[src/hdl/sai_regs.vh]
/*
 * Register offsets, field positions, command codes, fan scale, memory
 * sizes and lamp codes of the status and alarm indicator block.
 * Assumes inclusion by its bare name from the design and bench files.
 */
`ifndef SAI_REGS_VH
`define SAI_REGS_VH

// Word addresses on the Avalon bus (byte address = 4 x word)
`define SAI_A_STATUS      4'h0
`define SAI_A_MASK        4'h1
`define SAI_A_COND        4'h2
`define SAI_A_CMD         4'h3
`define SAI_A_FAN         4'h4
`define SAI_A_FAN_RPM     4'h5
`define SAI_A_FAN_MIN     4'h6
`define SAI_A_LAMPS       4'h7
`define SAI_A_MEM_ADDR    4'h8
`define SAI_A_MEM_DATA    4'h9
`define SAI_A_MEM_CTRL    4'hA

// Status / mask bit positions
`define SAI_B_CMD_BAD     0
`define SAI_B_DATA_BAD    1
`define SAI_B_IN_LOW      2
`define SAI_B_OV          3
`define SAI_B_OC          4
`define SAI_B_OT          5
`define SAI_B_WP_BLOCK    6
`define SAI_STAT_W        7

// Clear-faults command code and supported command codes
`define SAI_CMD_CLEAR     8'h03
`define SAI_CMD_FAN       8'hD7
`define SAI_CMD_MEM       8'hB0

// Fan scale
`define SAI_FAN_MAX       8'h64
`define SAI_FAN_FULL_RPM  16'h3E80

// Memory sizes
`define SAI_USER_BYTES    96
`define SAI_CUST_BYTES    128
`define SAI_MEM_AW        8
`define SAI_CUST_BASE     8'h60
`define SAI_MEM_END       8'hE0

// Lamp codes: bit1 green, bit0 red
`define SAI_LAMP_OFF      2'h0
`define SAI_LAMP_RED      2'h1
`define SAI_LAMP_GREEN    2'h2

`define SAI_ZERO32        32'h0000_0000
`endif

[src/hdl/sai_top.v]
/*
 * Status and alarm indicator block of a power module: command checking,
 * fan duty register, user and customer byte storage, lamps and
 * monitoring outputs, sticky alarms and an alert output.
 * Assumes an Avalon-MM master on i_clk_sys and raw condition pins that
 * are asynchronous to it. Every access takes one wait state, so the
 * master sees waitrequest low on the second edge of its request.
 * The thermal loop supplies its cooling demand on the same clock, so
 * that bus is used without synchronising.
 * Lamp codes and monitor levels are plain levels; the pin drivers and
 * the lamp current limits sit outside this block.
 */
// How it works
// - Bad command or data sets alarm, alert
// - Unsupported command reads back zero
// - Fan duty 0..100, 100 means 16000 RPM
// - Fan held at least minimum cooling need
// - Ninety-six user bytes over the bus
// - 128 customer bytes, write-protect blocks writes
// - Red fault lamp means fault state
// - Normal: green lamps, all outputs high
// - Input lost: lamps off, red, three low
// - Overtemperature: thermal good low too
// - Clear faults resets; persisting faults reassert
`timescale 1ns/1ns
`default_nettype none
`include "sai_regs.vh"
module sai_top (
  input wire i_clk_sys,
  input wire i_rst,
  // Avalon-MM slave, word addressed
  input wire [3:0] i_avs_address,
  input wire i_avs_read,
  input wire i_avs_write,
  input wire [31:0] i_avs_writedata,
  input wire [3:0] i_avs_byteenable,
  output reg [31:0] o_avs_readdata,
  output wire o_avs_waitrequest,
  // Raw condition inputs from the power stage
  input wire i_input_low,
  input wire i_overvoltage_shutdown,
  input wire i_overcurrent,
  input wire i_overtemp,
  input wire i_write_protect,
  // Cooling demand from the thermal loop, percent
  input wire [7:0] i_fan_need,
  // Lamps: bit1 green, bit0 red
  output reg [1:0] o_input_lamp,
  output reg [1:0] o_output_good_lamp,
  output reg [1:0] o_fault_lamp,
  // Monitoring outputs, high means good
  output reg o_fault_n,
  output reg o_output_good,
  output reg o_input_good,
  output reg o_temp_good,
  // Fan drive duty, percent
  output reg [7:0] o_fan_duty,
  // Alert output, active low level
  output wire o_alert_n,
  output wire o_irq
);
  // Condition pins come straight from the power stage and may move at
  // any time, so each one is filtered before any output or alarm sees it.
  // The filter needs two agreeing samples, which also rejects a one-cycle
  // glitch that sneaks past the first flip-flop.
  // Three-stage synchronisers for the five condition pins
  reg [4:0] sync1, sync2, sync3;
  // Filtered condition levels
  reg [4:0] cond;
  wire [4:0] raw = {i_write_protect, i_overtemp, i_overcurrent,
                    i_overvoltage_shutdown, i_input_low};

  // Sync chain; a change counts once stage two and three agree
  always @(posedge i_clk_sys or posedge i_rst) begin
    if (i_rst) begin
      sync1 <= 5'h00;
      sync2 <= 5'h00;
      sync3 <= 5'h00;
      cond <= 5'h00;
    end else begin
      sync1 <= raw;
      sync2 <= sync1;
      sync3 <= sync2;
      cond <= (sync2 & sync3) | (cond & (sync2 | sync3));
    end
  end

  // Named views of the filtered condition bits, in pin order
  wire c_in_low = cond[0];
  wire c_ov = cond[1];
  wire c_oc = cond[2];
  wire c_ot = cond[3];
  wire c_wp = cond[4];

  // All lamps and monitors are registered from the same filtered levels, so
  // they change together on one edge and never show a mixed state.
  // Reset shows every monitor low: the host cannot read a good module while
  // reset is held; the first edge after it loads them from the still-cleared filter.
  // Registered lamps and monitoring outputs
  always @(posedge i_clk_sys or posedge i_rst) begin
    if (i_rst) begin
      o_input_lamp <= `SAI_LAMP_OFF;
      o_output_good_lamp <= `SAI_LAMP_OFF;
      o_fault_lamp <= `SAI_LAMP_OFF;
      o_fault_n <= 1'b0;
      o_output_good <= 1'b0;
      o_input_good <= 1'b0;
      o_temp_good <= 1'b0;
    end else begin
      // Input lamp green unless input lost
      o_input_lamp <= c_in_low ? `SAI_LAMP_OFF : `SAI_LAMP_GREEN;
      // Any fault turns output lamp off, fault lamp red
      o_output_good_lamp <= (c_in_low | c_ov | c_oc | c_ot) ?
                            `SAI_LAMP_OFF : `SAI_LAMP_GREEN;
      o_fault_lamp <= (c_in_low | c_ov | c_oc | c_ot) ?
                      `SAI_LAMP_RED : `SAI_LAMP_OFF;
      // Monitoring levels combine all active faults
      o_fault_n <= ~(c_in_low | c_ov | c_oc | c_ot);
      o_output_good <= ~(c_in_low | c_ov | c_oc | c_ot);
      // Input good tracks the input alone
      o_input_good <= ~c_in_low;
      // Only overtemperature drops thermal good
      o_temp_good <= ~c_ot;
    end
  end

  // The wait state gives the read mux a cycle to settle into the readdata
  // register and lets the byte store answer from its own output register.
  // A write acts on the first edge of the request; the second edge only
  // closes the handshake, so ack blocks a second action.
  // Bus handshake: one wait cycle for every access so reads come from flops
  reg ack;
  wire req = i_avs_read | i_avs_write;
  assign o_avs_waitrequest = req & ~ack;
  wire wr_go = i_avs_write & ~ack;
  wire rd_go = i_avs_read & ~ack;

  // Status is sticky and write-one-to-clear; mask has the same layout and
  // only gates the alert, never the status bits themselves.
  // Registers steered by software
  reg [`SAI_STAT_W-1:0] status;
  reg [`SAI_STAT_W-1:0] mask;
  reg [7:0] fan_set;
  reg [7:0] fan_min;
  reg [7:0] mem_addr;
  reg [7:0] last_cmd;
  reg clear_pend;

  wire [7:0] wb = i_avs_writedata[7:0];
  wire lane0 = i_avs_byteenable[0];
  wire cmd_wr = wr_go & lane0 & (i_avs_address == `SAI_A_CMD);
  // Command recognised or not
  wire cmd_known = (wb == `SAI_CMD_CLEAR) | (wb == `SAI_CMD_FAN) |
                   (wb == `SAI_CMD_MEM);
  wire fan_wr = wr_go & lane0 & (i_avs_address == `SAI_A_FAN);
  wire fan_bad = fan_wr & (wb > `SAI_FAN_MAX);
  wire mem_wr = wr_go & lane0 & (i_avs_address == `SAI_A_MEM_DATA);
  wire addr_bad = (mem_addr >= `SAI_MEM_END);
  wire cust_area = (mem_addr >= `SAI_CUST_BASE);
  // Customer writes blocked by protect
  wire wp_block = mem_wr & cust_area & c_wp & ~addr_bad;
  wire mem_we = mem_wr & ~addr_bad & ~(cust_area & c_wp);
  wire [7:0] mem_q;

  // Condition bits feed status every cycle, so a live fault keeps its bit
  // set even while software writes a one to clear it.
  // Status events, set wins over clear
  wire [`SAI_STAT_W-1:0] ev;
  assign ev[`SAI_B_CMD_BAD] = cmd_wr & ~cmd_known;
  assign ev[`SAI_B_DATA_BAD] = fan_bad | (mem_wr & addr_bad);
  assign ev[`SAI_B_IN_LOW] = c_in_low;
  assign ev[`SAI_B_OV] = c_ov;
  assign ev[`SAI_B_OC] = c_oc;
  assign ev[`SAI_B_OT] = c_ot;
  assign ev[`SAI_B_WP_BLOCK] = wp_block;

  wire stat_w1c = wr_go & lane0 & (i_avs_address == `SAI_A_STATUS);

  // Status, mask, fan, memory pointer and clear-faults handling
  always @(posedge i_clk_sys or posedge i_rst) begin
    if (i_rst) begin
      ack <= 1'b0;
      status <= {`SAI_STAT_W{1'b0}};
      mask <= {`SAI_STAT_W{1'b0}};
      fan_set <= 8'h00;
      fan_min <= 8'h00;
      mem_addr <= 8'h00;
      last_cmd <= 8'h00;
      clear_pend <= 1'b0;
    end else begin
      // Ack marks the second edge of an access
      ack <= req & ~ack;
      // Clear-faults loads status with live faults only, on the same edge
      if (cmd_wr & (wb == `SAI_CMD_CLEAR)) begin
        status <= ev;
        clear_pend <= 1'b1;
      end else begin
        // Sticky set beats write-one clear
        status <= (status & ~(stat_w1c ? wb[`SAI_STAT_W-1:0] : 7'h00)) | ev;
        clear_pend <= 1'b0;
      end
      // Last command is kept for read back, good or bad
      if (cmd_wr) begin
        last_cmd <= wb;
      end
      // Mask takes the low lane only
      if (wr_go & lane0 & (i_avs_address == `SAI_A_MASK)) begin
        mask <= wb[`SAI_STAT_W-1:0];
      end
      // Out-of-range duty is rejected, old value kept
      if (fan_wr & ~fan_bad) begin
        fan_set <= wb;
      end
      // Floor beyond full scale is ignored
      if (wr_go & lane0 & (i_avs_address == `SAI_A_FAN_MIN) &
          (wb <= `SAI_FAN_MAX)) begin
        fan_min <= wb;
      end
      // Pointer moves on every stored or read byte, so a burst needs
      // only one address write
      if (wr_go & lane0 & (i_avs_address == `SAI_A_MEM_ADDR)) begin
        mem_addr <= wb;
      end else if ((mem_wr & ~addr_bad) | (rd_go &
                   (i_avs_address == `SAI_A_MEM_DATA))) begin
        mem_addr <= mem_addr + 8'h01;
      end
    end
  end

  // The duty is the largest of the host setting, the host floor and the
  // clamped thermal demand, so software can raise the fan but never starve
  // the module of cooling.
  // Fan duty never below cooling need or floor
  wire [7:0] need = (i_fan_need > `SAI_FAN_MAX) ? `SAI_FAN_MAX : i_fan_need;
  wire [7:0] floor_v = (need > fan_min) ? need : fan_min;
  always @(posedge i_clk_sys or posedge i_rst) begin
    if (i_rst) begin
      o_fan_duty <= 8'h00;
    end else begin
      o_fan_duty <= (fan_set > floor_v) ? fan_set : floor_v;
    end
  end

  // Estimated fan rate: duty x 16000 / 100
  // Full duty times full rate needs 21 bits; the quotient fits 16 bits
  wire [23:0] rpm_prod = o_fan_duty * `SAI_FAN_FULL_RPM;
  wire [23:0] rpm_quot = rpm_prod / {16'h0000, `SAI_FAN_MAX};
  wire [15:0] rpm = rpm_quot[15:0];

  // One array holds both areas; the customer area starts right after the
  // user bytes. Index checks and write protection are done here, so the
  // store itself stays a plain array with registered read data.
  // Shared byte store: user area then customer area
  sai_mem #(
    .DEPTH(`SAI_USER_BYTES + `SAI_CUST_BYTES)
  ) u_mem (
    .i_clk_sys(i_clk_sys),
    .i_we(mem_we),
    .i_addr(mem_addr),
    .i_wdata(wb),
    .o_rdata(mem_q)
  );

  // Reads decode the address combinationally and the result is held in
  // readdata from the first edge of the request until the next read.
  // Read mux, registered on the wait cycle
  reg [31:0] next_rdata;
  always @* begin
    next_rdata = `SAI_ZERO32;
    case (i_avs_address)
      `SAI_A_STATUS: next_rdata = {25'h0, status};
      `SAI_A_MASK: next_rdata = {25'h0, mask};
      `SAI_A_COND: next_rdata = {27'h0, cond};
      // Bad last command reads zero
      `SAI_A_CMD: next_rdata = status[`SAI_B_CMD_BAD] ? `SAI_ZERO32 :
                               {24'h0, last_cmd};
      `SAI_A_FAN: next_rdata = {24'h0, o_fan_duty};
      `SAI_A_FAN_RPM: next_rdata = {16'h0, rpm};
      `SAI_A_FAN_MIN: next_rdata = {24'h0, fan_min};
      `SAI_A_LAMPS: next_rdata = {22'h0, o_temp_good, o_input_good,
                                  o_output_good, o_fault_n, o_input_lamp,
                                  o_output_good_lamp, o_fault_lamp};
      `SAI_A_MEM_ADDR: next_rdata = {24'h0, mem_addr};
      `SAI_A_MEM_DATA: next_rdata = addr_bad ? `SAI_ZERO32 : {24'h0, mem_q};
      `SAI_A_MEM_CTRL: next_rdata = {30'h0, clear_pend, c_wp};
      default: next_rdata = `SAI_ZERO32; // Unmapped reads zero
    endcase
  end

  // Read data register, loaded only on the first edge of a read
  always @(posedge i_clk_sys or posedge i_rst) begin
    if (i_rst) begin
      o_avs_readdata <= `SAI_ZERO32;
    end else if (rd_go) begin
      o_avs_readdata <= next_rdata;
    end
  end

  // The alert is a plain level: it drops as soon as every unmasked status
  // bit is cleared and rises again on the next live fault.
  // Alert from any unmasked sticky bit
  assign o_irq = |(status & mask);
  assign o_alert_n = ~o_irq;
endmodule
`default_nettype wire

[src/hdl/sai_mem.v]
/*
 * Nonvolatile storage model: one byte array holding the user area and
 * the customer area back to back, read data from a register.
 * Assumes the caller checks address range and write protection.
 */
`timescale 1ns/1ns
`default_nettype none
`include "sai_regs.vh"
module sai_mem #(
  parameter DEPTH = 224
) (
  input wire i_clk_sys,
  input wire i_we,
  input wire [`SAI_MEM_AW-1:0] i_addr,
  input wire [7:0] i_wdata,
  output reg [7:0] o_rdata
);
  // Byte storage
  reg [7:0] mem [0:DEPTH-1];

  // Write port and registered read
  always @(posedge i_clk_sys) begin
    if (i_we) begin
      mem[i_addr] <= i_wdata;
    end
    o_rdata <= mem[i_addr];
  end
endmodule
`default_nettype wire

[config.mk]
export PLATFORM = sky130hd
export DESIGN_NAME = sai_top
export DESIGN_NICKNAME = d
export VERILOG_FILES = /design/src/hdl/sai_top.v /design/src/hdl/sai_mem.v
export VERILOG_INCLUDE_DIRS = /design/src /design/src/hdl
export SDC_FILE = /design/constraint.sdc
export NUM_CORES = 2
export LEC_CHECK = 0
export BUFFER_PORTS_ARGS = -buffer_cell sky130_fd_sc_hd__buf_2
export CAP_MARGIN = 40
export CORE_MARGIN = 2
export CORE_UTILIZATION = 29
export CTS_BUF_LIST = sky130_fd_sc_hd__clkbuf_4
export DETAILED_ROUTE_END_ITERATION = 6
export HOLD_SLACK_MARGIN = 0.12
export PLACE_DENSITY_LB_ADDON = 0.12
export SLEW_MARGIN = 20
export SYNTH_ARGS = -nofsm -noshare
export SYNTH_HDL_FRONTEND = slang
export SYNTH_SLANG_ARGS = --single-unit
[constraint.sdc]
create_clock -name i_clk_sys -period 32.6 [get_ports i_clk_sys]
set_clock_uncertainty 0.2 [all_clocks]
set_input_delay 1.63 -clock i_clk_sys [delete_from_list [all_inputs] [get_ports i_clk_sys]]
set_output_delay 1.63 -clock i_clk_sys [all_outputs]
set_load 0.03 [all_outputs]
; ---- Word-level counts from Yosys, hierarchy flattened
; Memories as Yosys holds them, arrays and structs flattened. A register that Yosys moved wholly into a read port is not among the register bits.
; Index checks and enable logic that the tools add are counted.
[word_totals]
reg_bits = 116
latchBits = 0
mem_bits_rw = 1792
rom_bits = 0
input_bits = 57
out_inout_bits = 53
word_cells = 112
n_memories = 1
[mem_list]
columns = name, depth, width, rd, rd_clocked_by_memory_dff, wr, line_no
row1 = u_mem.mem, 224, 8, 1, 1, 1, sai_mem.v:19  ; reg [7:0] mem [0:DEPTH-1];
[op_classes]
add_sub_neg = 1
mul = 1
div_mod_pow = 1
order_cmp = 7
n_eq_ne = 13
shifts = 0
muxes = 16
n_bitwise = 49
reduce_logical = 3
[ops]
columns = operator, count
row1 = one-hot mux 16 bit (11 select lines), 1
row2 = two-way mux 8 bit, 7
row3 = bitwise AND 1 bit, 24
row4 = "divider 22 x 7 -> 24 bit, second input constant", 1
row5 = "equality test 4 x 3 -> 1 bit, second input constant", 4
row6 = "equality test 8 bit, second input constant", 2
row7 = "greater-than comparator 8 x 7 -> 1 bit, second input constant", 2
row8 = greater-than comparator 8 bit, 2
row9 = "multiplier 8 x 7 -> 15 bit, second input constant", 1
row10 = bitwise AND 7 bit, 2
row11 = two-way mux 7 bit, 2
row12 = "equality test 4 bit, second input constant", 3
row13 = bitwise AND 5 bit, 2
row14 = bitwise OR 5 bit, 2
row15 = inverter 1 bit, 9
row16 = "adder 8 x 1 -> 8 bit, second input constant", 1
row17 = "equality test 4 x 2 -> 1 bit, second input constant", 2
row18 = "equality test 8 x 2 -> 1 bit, second input constant", 1
row19 = ">= comparator 8 x 7 -> 1 bit, second input constant", 1
row20 = ">= comparator 8 bit, second input constant", 1
row21 = "less-or-equal comparator 8 x 7 -> 1 bit, second input constant", 1
row22 = bitwise OR 1 bit, 8
row23 = inverter 7 bit, 1
row24 = bitwise OR 7 bit, 1
row25 = other kinds (6), 10

; ---- Logic depth before layout (Yosys ltp)
[depth]
word_depth = 9
mapped_depth = 61
mapped_depth_nobuf = 54

; ---- Modules after synthesis
; From an unflattened synthesis, not the netlist that was laid out.
[hier_totals]
hier_cells = 4378
hier_area_um2 = 79670.2
[by_module_without_submodules]
columns = module, n_inst, cells_each, area_each_um2, seq_area_each_um2
row1 = sai_mem, 1, 3122, 69112.5, 53971.8
row2 = sai_top, 1, 1256, 10557.6, 2402.3

; ---- Least setup slack after synthesis
; Ideal clock, no wire load.
[synth_path]
path_type = reg-to-reg
start = register o_fan_duty[1]
end = register o_avs_readdata[0]
setup_ps = 128
arrival_time_ps = 13831
t_required_ps = 32272
setup_slack_ps = 18441
stages_incl_launch_ff = 57
n_path_buf = 5
cell_sequence = dfrtp_1 -> fa_1 -> inv_1 -> fa_1 -> fa_1 -> fa_1 -> inv_1 -> ha_1 -> buf_6 -> and3_1 -> o21a_1 -> or4_1 -> a21o_1 -> a21o_1 -> a2111o_1 -> and2_1 -> buf_6 -> a211o_1 -> [21 not listed] -> mux2_2 -> ha_1 -> clkbuf_1 -> o311ai_1 -> o311a_1 -> nand2b_1 -> inv_1 -> ha_1 -> nand2_1 -> o311ai_2 -> nor4_4 -> ha_1 -> nand2_1 -> mux2i_1 -> or3_1 -> o2bb2ai_1 -> o21ai_1 -> a31oi_1
[synth_via]
elab_chain_len = 3
[synth_rtl]
columns = element, line_no
row1 = start: declaration, sai_top.v:57  ; output reg [7:0] o_fan_duty,
row2 = start signal: assignment, sai_top.v:240  ; o_fan_duty <= (fan_set > floor_v) ? fan_set : floor_v;
row3 = multiplier 8 x 7 -> 15 bit (no line), n/a
row4 = divider 22 x 7 -> 24 bit, sai_top.v:247  ; wire [23:0] rpm_quot = rpm_prod / {16'h0000, `SAI_FAN_MAX};
row5 = one-hot mux 16 bit (11 select lines), sai_top.v:270  ; case (i_avs_address)
row6 = end signal: assignment, sai_top.v:293  ; o_avs_readdata <= `SAI_ZERO32;
row7 = end signal: assignment, sai_top.v:295  ; o_avs_readdata <= next_rdata;
row8 = end: declaration, sai_top.v:37  ; output reg [31:0] o_avs_readdata,
; Every way passes these cells.
; A chain may end at the register's enable or synchronous reset.

; ---- Worst setup path after layout
[layout_path]
start = register o_fan_duty[0]
end = register o_avs_readdata[0]
[layout_via]
elab_chain_len = 3
[layout_rtl]
columns = element, line_no
row1 = multiplier 8 x 7 -> 15 bit (no line), n/a
row2 = divider 22 x 7 -> 24 bit, sai_top.v:247
row3 = one-hot mux 16 bit (11 select lines) *, sai_top.v:270
; Every way passes the cells marked *; elsewhere a longest branch is shown, timed or not.

==> impl_metrics.tcl <==
set metrics [dict create \
    synth-warning-count 0 \
    setup-tns-final_ns 0 \
    ys_async_sr_fraction_pct 5.06 \
    numClockSinks 1896 \
    fin_crit_ns 17.13 \
    drive_gt1_share_pct 36.0 \
    grt_pass1_vias 45100 \
    numCtsBuffers 531 \
    yosysSeqAreaShare_pct 70.7 \
    cp.required_ns 33.46 \
    pin_count 110 \
    grtUsageMet2_pct 26.0 \
    final_area_sq_um 92700 \
    place_area_sq_um 85600 \
    met3_usage_pct 3.23 \
    use_met1_pct 23.1 \
    fmax_mhz 58.4 \
    cts_root_buf "clkbuf_4" \
    setup_viol 0 \
    status "finished, violations left" \
    critPathKind "flop to flop" \
    netlist_area_sq_um 79700 \
    report.final.slew_viol_count 0 \
    grt_pass1_wl_um 333000 \
    maxCapViolCount 0 \
    fin_util_pct 33.9 \
    hold_violations 0 \
    clkTransAtPathRegs_ns 0.06 \
    busiest_layer "met2" \
    cts_tree "yes" \
    period_share_pct 52.5 \
    viasPerCell 4.98 \
    initial_utilization_pct 29.1 \
    rsz0062_at_grt "false" \
    hold_class "flop to flop" \
    die_y_um 528 \
    hold_slack_ns 0.155 \
    initialDrtViolationCount 3853 \
    clk_latency_ns 1.29 \
    yosys-top-cells-area "edfxtp_1 (67%), mux4_2 (16%), dfrtp_1 (3.0%)" \
    yosysTopAreaCell "edfxtp_1" \
    ys_types 123 \
    drt-pass1-iter-count 7 \
    wl_per_cell_um 26.7 \
    cp_slowest_cell "dfrtp_1" \
    synth_top_area_share_pct 67.5 \
    synth-edff-count 1792 \
    die_width_um 528 \
    startpoint_type "flop" \
    routabilityCongestion 0.803 \
    cpPeakStageDelay_ns 0.79 \
    portBuffers 63 \
    synth_area_per_cell_sq_um 19.2 \
    hpwl_um 145000 \
    relSlewSlack_pct 37.6 \
    track_usage_pct 16.5 \
    violations "DRC" \
    antenna_found_initial 23 \
    ant_nets 0 \
    core_area_sq_um 274000 \
    synth_ff_type "edfxtp_1" \
    endpoint_kind "flop" \
    grt_max_degree 178 \
    num_vias 43500 \
    postSynthCellCount 4156 \
    area_growth_pct 16.2 \
    ys_ff_latch 1896 \
    cts_max_level 6 \
    path_common_cell "ha_1" \
    critPathMaxFanout 14 \
    rows 192 \
    gr-total-overflow 0 \
    arrival_ns 17.98 \
    final_nets 4952 \
    drc_errors 1 \
    finalWirelength_um 233000 \
    tightestPinTransition_ns 0.913 \
    clockBufferDepth 4 \
    die_area_sq_um 279000 \
]
## kinds of logic (layout without fill, tap and decap cells)
logic type / after synthesis / in the layout / share of synthesized area, %
AOI/OAI and AO/OA: 436 / 436 / 4.12
xor gates and xnor gates: 32 / 32 / 0.380
adders and majority gates: 94 / 94 / 1.65
buffers and inverters: 332 / 1306 / 1.73
DFF: 1896 / 1896 / 70.7
muxes: 647 / 647 / 17.2
other: 1 / 26 / 0.00470
and+or+nand+nor: 718 / 718 / 4.18
## layer usage
layer	vias up	wire, um	part of all wire, %
met1	23100	105000	45
met4	8	4970	2.1
met2	1361	110000	47
met3	333	12900	5.5
met5	-	58	0.025
li1	18700	-	-
## flip-flops by register name, indices dropped and copies added, names as in the netlist, 5 cells and up
signal,cells
o_fan_duty,8
last_cmd,8
fan_min,8
sync2,5
sync3,5
u_mem.o_rdata,8
cond,5
fan_set,8
sync1,5
mask,7
o_avs_readdata,16
mem_addr,8
u_mem.mem,1792
status,7
## metrics by stage
step / setup WS, ns / cells
6_report: 15.47 / 8744
5_1_grt: 14.27 / 8740
3_5_place_dp: 15.54 / 7794
4_1_cts: 15.50 / 8675
2_1_floorplan: 18.44 / 4175
3_3_place_gp: 15.45 / 7653
## cells in the mapped netlist, types with 28 or more instances
master / instances
a21oi_1: 82
nand2_1: 140
nor3_1: 38
inv_1: 84
mux4_2: 578
clkbuf_1: 145
mux2i_1: 38
dfrtp_1: 96
mux2_2: 30
ha_1: 66
nor2_1: 315
buf_4: 28
edfxtp_1: 1792
buf_1: 60
nand3_1: 69
o21ai_0: 74
## worst max-delay path: cells and delay by family (launching register included)
family,cells,cell delay (ns)
AND/OR/NAND/NOR,10,2.78
adder cells (fa/ha/maj),9,3.62
buffers and inverters,4,0.49
XOR/XNOR,3,0.57
flip-flops,1,0.79
AO/OA/AOI/OAI,25,8.03
multiplexers,2,0.46
## timing repair
| action | CTS | global route |
|---|---|---|
| hold endpoints to repair | 32 | 0 |
| gates resized for setup | 0 | 0 |
| hold buffers | 7 | 0 |
| setup buffers | 0 | 0 |
## final cells by class
cell class,count,area (sq um)
Tap cell,3589,4490
Timing Repair Buffer,347,2830
Clock inverter,117,835
Fill cell,26200,181000
Multi-Input combinational cell,1947,22100
Inverter,85,322
Sequential cell,1896,56400
Clock buffer,757,5680
Antenna cell,6,15.0
## layout by cell type, fill, tap and decap left out, types with 10 or more instances in the layout
cell type,instances
edfxtp_1,1792
clkbuf_4,757
mux4_2,578
nor2_1,315
buf_4,250
nand2_1,133
dfrtp_1,90
inv_1,83
a21oi_1,82
o21ai_0,74
clkinv_1,67
ha_1,66
nand3_1,65
buf_2,57
mux2i_1,38
nor3_1,37
mux2_2,30
a31oi_1,27
a21o_1,22
fa_1,21
and3_1,20
conb_1,20
and2_1,19
xnor2_1,19
nand4_1,18
buf_12,15
nand2b_1,13
inv_2,13
a211oi_1,12
o31ai_1,12
bufinv_16,12
nor2b_1,11
a22oi_1,11
o211ai_1,11
o21ai_1,11
clkinv_2,11
xor2_1,10
a211o_1,10
## path summary, 6_finish.rpt
kind,startpoint,endpoint,slack (ns),depth (start not counted)
worst max-delay path,o_fan_duty[0]$_DFF_PP0_,o_avs_readdata[0]$_DFFE_PP0P_,15.47,53
worst min-delay path,sync1[2]$_DFF_PP0_,sync2[2]$_DFF_PP0_,0.16,0
worst max register to register,o_fan_duty[0]$_DFF_PP0_,o_avs_readdata[0]$_DFFE_PP0P_,15.47,53
worst min register to register,sync1[2]$_DFF_PP0_,sync2[2]$_DFF_PP0_,0.16,0
max in group asynchronous,i_rst,mem_addr[0]$_DFFE_PP0P_,30.10,4
min in group asynchronous,i_rst,sync1[0]$_DFF_PP0_,0.75,3
Power is not shown: default switching activity piles up to over one toggle a cycle in this logic, so the estimate is an artifact.
